==> src/rtl/ssr_pkg.sv <==
`default_nettype none

package ssr_pkg;

  // register bus geometry
  localparam int          ADDR_W = 16;
  localparam int          DATA_W = 8;

  // parameter identifiers used as register offsets
  localparam logic [15:0] OFS_ERROR_CODE    = 16'h1A03;
  localparam logic [15:0] OFS_IO_STATE_WORD = 16'h1A05;
  localparam logic [15:0] OFS_FIRST_INPUT   = 16'h1A50;
  localparam logic [15:0] OFS_SECOND_INPUT  = 16'h1A51;
  localparam logic [15:0] OFS_SAFE_OUTPUT   = 16'h1A52;
  localparam logic [15:0] OFS_ACK_INPUT     = 16'h1A53;

  // io state word field positions
  localparam int          IO_FIRST_INPUT_BIT  = 0;
  localparam int          IO_SECOND_INPUT_BIT = 1;
  localparam int          IO_SAFE_OUTPUT_BIT  = 2;
  localparam int          IO_ACK_INPUT_BIT    = 3;

  // reset values
  localparam logic [7:0]  RST_ERROR_CODE = 8'h00;
  localparam logic [7:0]  RST_IO_STATE   = 8'h00;
  localparam logic [7:0]  RST_RDATA      = 8'h00;

  // error codes, in order of priority (lowest code wins)
  localparam int          NUM_FAULTS        = 12;
  localparam logic [7:0]  ERR_NONE          = 8'h00;
  localparam logic [7:0]  ERR_VALIDATION    = 8'h0E;
  localparam logic [7:0]  ERR_AUTH          = 8'h0F;
  localparam logic [7:0]  ERR_SAFE_ADDRESS  = 8'h10;
  localparam logic [7:0]  ERR_FIELDBUS_CFG  = 8'h11;
  localparam logic [7:0]  ERR_BRAKE_OUTPUT  = 8'h12;
  localparam logic [7:0]  ERR_TEMPERATURE   = 8'h13;
  localparam logic [7:0]  ERR_TIMING        = 8'h14;
  localparam logic [7:0]  ERR_DISCREPANCY   = 8'h15;
  localparam logic [7:0]  ERR_INTERNAL      = 8'h16;
  localparam logic [7:0]  ERR_IO            = 8'h17;
  localparam logic [7:0]  ERR_TASK_CALC     = 8'h18;
  localparam logic [7:0]  ERR_TASK_PERIOD   = 8'h19;

  // misc values
  localparam logic [7:0]  FORBIDDEN_SAFE_ADDRESS = 8'hFF;
  localparam logic [7:0]  ERR_STATE_IO_FAILURE   = 8'h01;

endpackage

`default_nettype wire

==> src/rtl/ssr_status.sv <==
`timescale 1ns/1ps
`default_nettype none

module ssr_status (
  // clock and reset
  input  wire logic                       i_clk,
  input  wire logic                       i_resetn,
  // register port
  input  wire logic [ssr_pkg::ADDR_W-1:0] i_addr,
  input  wire logic [ssr_pkg::DATA_W-1:0] i_wdata,
  input  wire logic                       i_wr,
  input  wire logic                       i_rd,
  output logic      [ssr_pkg::DATA_W-1:0] o_rdata,
  // safety io connector pins, asynchronous
  input  wire logic                       i_in1_ch_a,
  input  wire logic                       i_in1_ch_b,
  input  wire logic                       i_in2_ch_a,
  input  wire logic                       i_in2_ch_b,
  input  wire logic                       i_safe_out,
  input  wire logic                       i_ack_in,
  // fault reports from the safety task logic
  input  wire logic                       i_validation_fail,
  input  wire logic                       i_auth_fail,
  input  wire logic [7:0]                 i_safe_address,
  input  wire logic                       i_fieldbus_cfg_err,
  input  wire logic                       i_brake_fault,
  input  wire logic                       i_over_temp,
  input  wire logic                       i_timing_fault,
  input  wire logic                       i_channel_mismatch,
  input  wire logic                       i_internal_fault,
  input  wire logic                       i_io_fault,
  input  wire logic                       i_task_calc_overrun,
  input  wire logic                       i_task_period_high,
  // error acknowledge and error state
  input  wire logic                       i_error_ack,
  input  wire logic [7:0]                 i_error_state,
  // safe reactions
  output logic                            o_sto_active,
  output logic                            o_brake_engage,
  output logic      [7:0]                 o_error_code
);
  import ssr_pkg::*;

  ////////////////////////////////////////////////////////////////////////////
  // state

  typedef struct packed {
    logic [5:0] sync1;
    logic [5:0] sync2;
    logic [7:0] err_code;
    logic [7:0] io_state;
    logic [7:0] rdata;
    logic       sto;
    logic       brake;
  } ssr_state_s;

  ssr_state_s state_ff;
  ssr_state_s nxt_state;

  // synchronised pin levels, order matches the sync vector
  logic                  in1_a_s;
  logic                  in1_b_s;
  logic                  in2_a_s;
  logic                  in2_b_s;
  logic                  out_s;
  logic                  ack_s;
  logic [NUM_FAULTS-1:0] fault_evt;
  logic                  any_fault;
  logic [7:0]            new_code;

  assign in1_a_s = state_ff.sync2[0];
  assign in1_b_s = state_ff.sync2[1];
  assign in2_a_s = state_ff.sync2[2];
  assign in2_b_s = state_ff.sync2[3];
  assign out_s   = state_ff.sync2[4];
  assign ack_s   = state_ff.sync2[5];

  ////////////////////////////////////////////////////////////////////////////
  // fault collection

  // bit k stands for code ERR_VALIDATION + k
  always_comb begin
    fault_evt[0]  = i_validation_fail;
    fault_evt[1]  = i_auth_fail;
    fault_evt[2]  = (i_safe_address == FORBIDDEN_SAFE_ADDRESS);
    fault_evt[3]  = i_fieldbus_cfg_err;
    fault_evt[4]  = i_brake_fault;
    fault_evt[5]  = i_over_temp;
    fault_evt[6]  = i_timing_fault;
    fault_evt[7]  = i_channel_mismatch;
    fault_evt[8]  = i_internal_fault;
    fault_evt[9]  = i_io_fault;
    fault_evt[10] = i_task_calc_overrun;
    fault_evt[11] = i_task_period_high;
  end

  // any report at all, address fault included
  assign any_fault = |fault_evt;

  // lowest code wins so that one report per cycle is deterministic
  // limitation: a lower-priority fault in the same cycle is not recorded
  always_comb begin
    new_code = ERR_NONE;
    for (int k = NUM_FAULTS - 1; k >= 0; k--) begin
      if (fault_evt[k]) begin
        new_code = ERR_VALIDATION + 8'(k);
      end
    end
  end

  ////////////////////////////////////////////////////////////////////////////
  // next state

  always_comb begin
    nxt_state = state_ff;

    // two-stage synchroniser for connector pins
    // only the second stage is read; the first may be metastable
    nxt_state.sync1 = {i_ack_in, i_safe_out, i_in2_ch_b, i_in2_ch_a, i_in1_ch_b, i_in1_ch_a};
    nxt_state.sync2 = state_ff.sync1;

    // io state word, upper nibble held at zero
    nxt_state.io_state                      = RST_IO_STATE;
    nxt_state.io_state[IO_FIRST_INPUT_BIT]  = in1_a_s & in1_b_s;
    nxt_state.io_state[IO_SECOND_INPUT_BIT] = in2_a_s & in2_b_s;
    nxt_state.io_state[IO_SAFE_OUTPUT_BIT]  = out_s;
    nxt_state.io_state[IO_ACK_INPUT_BIT]    = ack_s;

    // a new fault beats an acknowledge in the same cycle
    if (any_fault) begin
      nxt_state.err_code = new_code;
    end else if (i_error_ack) begin
      nxt_state.err_code = ERR_NONE;
    end

    // safe reactions follow the error state
    nxt_state.sto   = (i_error_state == ERR_STATE_IO_FAILURE);
    nxt_state.brake = (i_error_state == ERR_STATE_IO_FAILURE);

    // read data stands for one cycle only; writes are ignored
    nxt_state.rdata = RST_RDATA;
    if (i_rd) begin
      case (i_addr)
        OFS_ERROR_CODE:    nxt_state.rdata = state_ff.err_code;
        OFS_IO_STATE_WORD: nxt_state.rdata = state_ff.io_state;
        OFS_FIRST_INPUT:   nxt_state.rdata = {7'h00, state_ff.io_state[IO_FIRST_INPUT_BIT]};
        OFS_SECOND_INPUT:  nxt_state.rdata = {7'h00, state_ff.io_state[IO_SECOND_INPUT_BIT]};
        OFS_SAFE_OUTPUT:   nxt_state.rdata = {7'h00, state_ff.io_state[IO_SAFE_OUTPUT_BIT]};
        OFS_ACK_INPUT:     nxt_state.rdata = {7'h00, state_ff.io_state[IO_ACK_INPUT_BIT]};
        default:           nxt_state.rdata = RST_RDATA;
      endcase
    end
  end

  ////////////////////////////////////////////////////////////////////////////
  // registers

  // reset drives safe reactions off; error state takes over next cycle
  // io word and read data are cleared too, so nothing stale leaks out
  always_ff @(posedge i_clk) begin
    if (!i_resetn) begin
      state_ff          <= '0;
      state_ff.err_code <= RST_ERROR_CODE;
      state_ff.io_state <= RST_IO_STATE;
      state_ff.rdata    <= RST_RDATA;
    end else begin
      state_ff <= nxt_state;
    end
  end

  assign o_rdata        = state_ff.rdata;
  assign o_sto_active   = state_ff.sto;
  assign o_brake_engage = state_ff.brake;
  assign o_error_code   = state_ff.err_code;

  // write data is deliberately unused: every entry is read-only
  logic unused_wr;
  assign unused_wr = i_wr ^ (|i_wdata);
endmodule

`default_nettype wire

==> config.mk <==
export PLATFORM = sky130hd
export DESIGN_NAME = ssr_status
export DESIGN_NICKNAME = d
export VERILOG_FILES = /design/src/rtl/ssr_pkg.sv /design/src/rtl/ssr_status.sv
export SDC_FILE = /design/constraint.sdc
export NUM_CORES = 1
export LEC_CHECK = 0
export CAP_MARGIN = 10
export CORE_ASPECT_RATIO = 0.9
export CORE_MARGIN = 2
export CORE_UTILIZATION = 35
export CTS_CLUSTER_SIZE = 25
export DETAILED_ROUTE_END_ITERATION = 10
export DONT_BUFFER_PORTS = 1
export SYNTH_ARGS = -nofsm -noshare
export SYNTH_HDL_FRONTEND = slang
export SYNTH_SLANG_ARGS = --single-unit
==> constraint.sdc <==
create_clock -name i_clk -period 1.4 [get_ports i_clk]
set_input_delay 0.21 -clock i_clk [delete_from_list [all_inputs] [get_ports i_clk]]
set_output_delay 0.21 -clock i_clk [all_outputs]
set_load 0.05 [all_outputs]
### After elaboration in Yosys (flattened, before gate mapping)

Index checks and enable logic that the tools add are counted.

| operators by class | value |
|---|---|
| bitwise logic cells | 2 |
| muxes and demuxes | 15 |
| equality and inequality tests | 8 |
| multipliers | 0 |
| add/subtract/negate cells | 0 |
| order comparisons | 0 |
| div/mod/pow operators | 0 |
| reduce and logical (&&, ||, !) cells | 3 |
| shift-type cells | 0 |

Operators by type and width:

| operator | count |
|---|---|
| $mux 8 | 13 |
| $eq 16x13->1 const B | 6 |
| $pmux 8 s6 | 1 |
| $reduce_or 12->1 | 1 |
| $eq 8x1->1 const B | 1 |
| $eq 8x8->1 const B | 1 |
| $mux 5 | 1 |
| $and 1x1->1 | 2 |
| $reduce_and 2->1 | 1 |
| $reduce_bool 2->1 | 1 |

| word-level totals | value |
|---|---|
| bits in registers | 37 |
| bits in read-only memories | 0 |
| latch bits | 0 |
| memories | 0 |
| output and inout bits | 18 |
| RAM bits | 0 |

### Logic depth before layout (Yosys ltp)

| logic depth | value |
|---|---|
| depth after elaboration | 13 |
| gate-level depth with buffers | 5 |
| gate-level depth less buffers | 4 |

### Least setup slack after synthesis

No wires, ideal clock.

| timing | value |
|---|---|
| path kind | in2reg |
| start | in i_addr[4] (netlist name) |
| end | reg state_ff, in the netlist o_rdata[0] |
| required time | 1330 ps |
| cell stages on the path | 4 |
| setup slack | 250 ps |
| library setup time | 70 ps |
| arrival time | 1081 ps |
| path through | or3b_4 nor3b_4 a21oi_2 a21oi_2 |

| on the way | value |
|---|---|
| longest elaborated chain between the ends | 2 |

Ends and longest elaborated chain:

| what | RTL line | source |
|---|---|---|
| start, declared | ssr_status.sv:9 | `input wire logic [ssr_pkg::ADDR_W-1:0] i_addr,` |
| $eq 16x13->1 | ssr_status.sv:143 | `case (i_addr)` |
| $pmux 8 s6 * | ssr_status.sv:143 |  |
| end signal, assigned | ssr_status.sv:167 | `state_ff <= nxt_state;` |
| end, declared | ssr_status.sv:57 | `ssr_state_s state_ff;` |

Every way passes the cells marked *; elsewhere a longest branch is shown, timed or not.
A chain may end at the register's enable or synchronous reset.

### Final worst setup path

| timing | value |
|---|---|
| start | reg state_ff, in the netlist o_rdata[2] |
| end | out o_rdata[2] (netlist name) |

RTL lines:

| what | RTL line | source |
|---|---|---|
| end, declared | ssr_status.sv:13 | `output logic [ssr_pkg::DATA_W-1:0] o_rdata,` |

No word-level cell between the ends.

==> results.rst <==
.. list-table::
   :header-rows: 1

   * - Metric
     - Value
   * - Final net count
     - 189
   * - Clk_lat worst skew
     - 270 ps
   * - Type of the worst setup path
     - reg2out
   * - FF-to-FF setup slack
     - 460 ps
   * - DRT iter0 DRCs
     - 15
   * - Antenna diodes
     - 0
   * - Leakage component of the power
     - 0.473 nW
   * - Hold_ws
     - 51.6 ps
   * - Initial antenna violation count
     - 0
   * - HPWL Detailed
     - 1600 um
   * - Class of the worst hold path
     - in2reg
   * - Die area
     - 3910 um2
   * - Row count
     - 20
   * - Async SR Flop Fraction
     - 0%
   * - Setup TNS
     - 0 ps
   * - Worst r2r src
     - state_ff[13]
   * - TritonCTS clock tree
     - built
   * - Total via count in the routed design
     - 850
   * - Count of TritonRoute iterations in the first routing pass
     - 6
   * - Worst r2r path cells
     - 4
   * - Data required time of the worst path
     - 1190 ps
   * - Number of buffers inserted during clock tree synthesis
     - 3
   * - Root Driver
     - sky130_fd_sc_hd__clkbuf_8
   * - PwrDens
     - 1120 nW/um2
   * - Total congestion overflow
     - 0
   * - # setup viols final
     - 0
   * - Predominant post-synthesis flop cell
     - sky130_fd_sc_hd__dfxtp_1
   * - Die X-Extent
     - 65.7 um
   * - Number of hold violations in the final report
     - 0
   * - Fin crit share
     - 78.9%
   * - Core Footprint
     - 3330 um2
   * - Routed Wire Length
     - 2020 um
   * - Proportion of synthesized chip area in sequential cells
     - 45.0%
   * - Result of the run
     - finished clean
   * - Yosys warnings
     - 0
   * - Post-synthesis instance area
     - 1200 um2
   * - Area growth syn-to-layout
     - 3.44%
   * - Via count of the first global-routing pass
     - 726
   * - Setup repair after global routing missed its margin
     - no
   * - Mean cell area of the mapped netlist
     - 9.30 um2
   * - Critical Path AT
     - 890 ps
   * - Number of standard cells after synthesis
     - 129
   * - PnR Total Power
     - 1.39 mW
   * - Worst R2R End
     - o_rdata[0]
   * - Unique masters post-synth
     - 38
   * - Weighted congestion at the end of routability-driven global placement
     - 0.802
   * - CTS Buffer Depth
     - 2
   * - Routed Antenna Nets
     - 0
   * - Average via count per standard cell
     - 5.00
   * - Critical Path Fanout Max
     - 1
   * - Final slew viol count
     - 0
   * - Pin count of the biggest net entering global routing
     - 21
   * - Start point of the worst hold path
     - i_resetn
   * - Startpoint kind of the worst setup timing path
     - flip-flop
   * - H-tree levels
     - 1
   * - Share of layout cells above drive strength 1
     - 11.9%
   * - Number of max-capacitance violations reported
     - 0
   * - Number of remaining DRC errors
     - 0
   * - Worst hold endpoint
     - o_error_code[4]
   * - Starting density of the core
     - 36.1%
   * - WL/cell
     - 11.9 um
   * - Hold Crit Depth
     - 2
   * - Post-synthesis sequential element count
     - 27
   * - CP endpoint kind
     - primary output
   * - First-pass GRT wire length
     - 3030 um
   * - Shortest period the worst path allows
     - 1100 ps
   * - Multi-input logic area
     - 523 um2
   * - Sinks on Clock Net
     - 27
   * - IR drop worst, VDD
     - 0.641 mV
   * - Worst setup skew after layout
     - 3.61 ps
   * - Clock Pin Slew Worst Setup and Hold Paths
     - 90 ps
   * - Max Clock Freq
     - 905 MHz
   * - Cell Count, Final, Fillers Out
     - 170
   * - Seq. cell area
     - 541 um2
   * - Number of enable flip-flop cells after synthesis
     - 0
   * - Core utilization of the finished layout
     - 37.3%
   * - Aggregate global-route resource usage
     - 10.3%
   * - Fillcell total
     - 333
   * - Placed Cells
     - 165
   * - Die boundary height
     - 59.5 um
   * - Total I/O pin count
     - 80
   * - Port Buffer Count
     - 0
[sequential cells by signal, indices dropped and copies added, names as in the netlist, 4 cells and up]
name,cells
o_rdata,5
state_ff,4
o_error_code,5
nxt_state,7
[routing by layer]
metal / up-vias / GRT usage (%) / routed length, um
met4: 0 / 2.38 / 23
li1: 417 / - / -
met1: 374 / 10.6 / 748
met2: 55 / 18.3 / 1010
met5: - / 0 / 0
met3: 4 / 5.51 / 236
[per-stage QoR]
step	setup WS [ps]	instance area, um2
6_report	296	1240
5_1_grt	261	1240
4_1_cts	284	1240
3_5_place_dp	187	1180
3_3_place_gp	191	1180
2_1_floorplan	250	1220
[layout make-up]
| type | instances | area share, % |
|---|---|---|
| Sequential cell | 27 | 43.5 |
| Inverter | 5 | 1.51 |
| Timing Repair Buffer | 7 | 4.44 |
| Tap cell | 44 | 4.44 |
| Clock buffer | 3 | 3.33 |
| Multi-Input combinational cell | 83 | 42.1 |
| Clock inverter | 1 | 0.605 |
[worst max-delay path by stage]
stage	start	to	slack [ps]	cells past startpoint
6_report	o_rdata[2]	o_rdata[2]	300	0
5_1_grt	o_rdata[0]	o_rdata[0]	260	0
4_1_cts	o_rdata[0]	o_rdata[0]	280	0
3_5_place_dp	i_addr[4]	o_rdata[0]	190	4
3_3_place_gp	i_addr[4]	o_rdata[0]	190	4
2_1_floorplan	i_addr[4]	o_rdata[0]	250	4
[cell usage after synthesis (all sizes together) (3+ instances only)]
| master | number | area [um2] |
|---|---|---|
| nand2 | 4 | 15.0 |
| a21oi | 4 | 27.5 |
| a22oi | 3 | 22.5 |
| and2 | 14 | 87.6 |
| nor3 | 4 | 20.0 |
| o21ai | 4 | 20.0 |
| nand2b | 3 | 18.8 |
| nor4 | 3 | 18.8 |
| dfxtp | 27 | 541 |
| inv | 5 | 18.8 |
| nor3b | 3 | 45.1 |
| nor2 | 12 | 45.0 |
| buf | 18 | 133 |
[timing repair]
action | in CTS | in global routing
buffers inserted | 0 | 0
hold buffers | 1 | 0
resized for setup | 0 | 0
endpoints found under the hold margin | 1 | 0
[cells by family (layout without fill, tap and decap cells)]
group                  after synthesis  count (layout)  synth area share [%]
buffers and inverters               24              16                  12.9
DFF                                 27              27                  45.0
muxes                                1               1                 0.834
AOI/OAI and AO/OA                   22              22                  13.1
other                                1               6                 0.313
and+or+nand+nor                     54              54                  27.7
[layout by cell type, fill, tap and decap left out, types with 2 or more instances in the layout]
cell,synthesis,layout
sky130_fd_sc_hd__nor3b_4,2,2
sky130_fd_sc_hd__nand2_1,4,4
sky130_fd_sc_hd__a21oi_2,2,2
sky130_fd_sc_hd__and2_1,14,14
sky130_fd_sc_hd__clkbuf_8,0,3
sky130_fd_sc_hd__and3_1,2,2
sky130_fd_sc_hd__nor3_1,4,4
sky130_fd_sc_hd__nand2b_1,3,3
sky130_fd_sc_hd__inv_1,5,5
sky130_fd_sc_hd__a31oi_1,2,2
sky130_fd_sc_hd__conb_1,1,6
sky130_fd_sc_hd__a21oi_1,2,2
sky130_fd_sc_hd__dfxtp_1,27,27
sky130_fd_sc_hd__nor2_1,12,12
sky130_fd_sc_hd__buf_4,17,6
sky130_fd_sc_hd__nand4b_1,2,2
sky130_fd_sc_hd__nand4_1,2,2
sky130_fd_sc_hd__nor4_1,3,3
sky130_fd_sc_hd__o21ai_0,3,3
sky130_fd_sc_hd__a22oi_1,3,3
[where the power goes]
part / total, mW / leakage [nW] / internal (mW) / switching [mW]
clock: 0.432 / 0.0217 / 0.201 / 0.230
sequential: 0.803 / 0.222 / 0.794 / 0.00892
combinational: 0.152 / 0.230 / 0.0516 / 0.100
(Power assumes the default switching activity.)
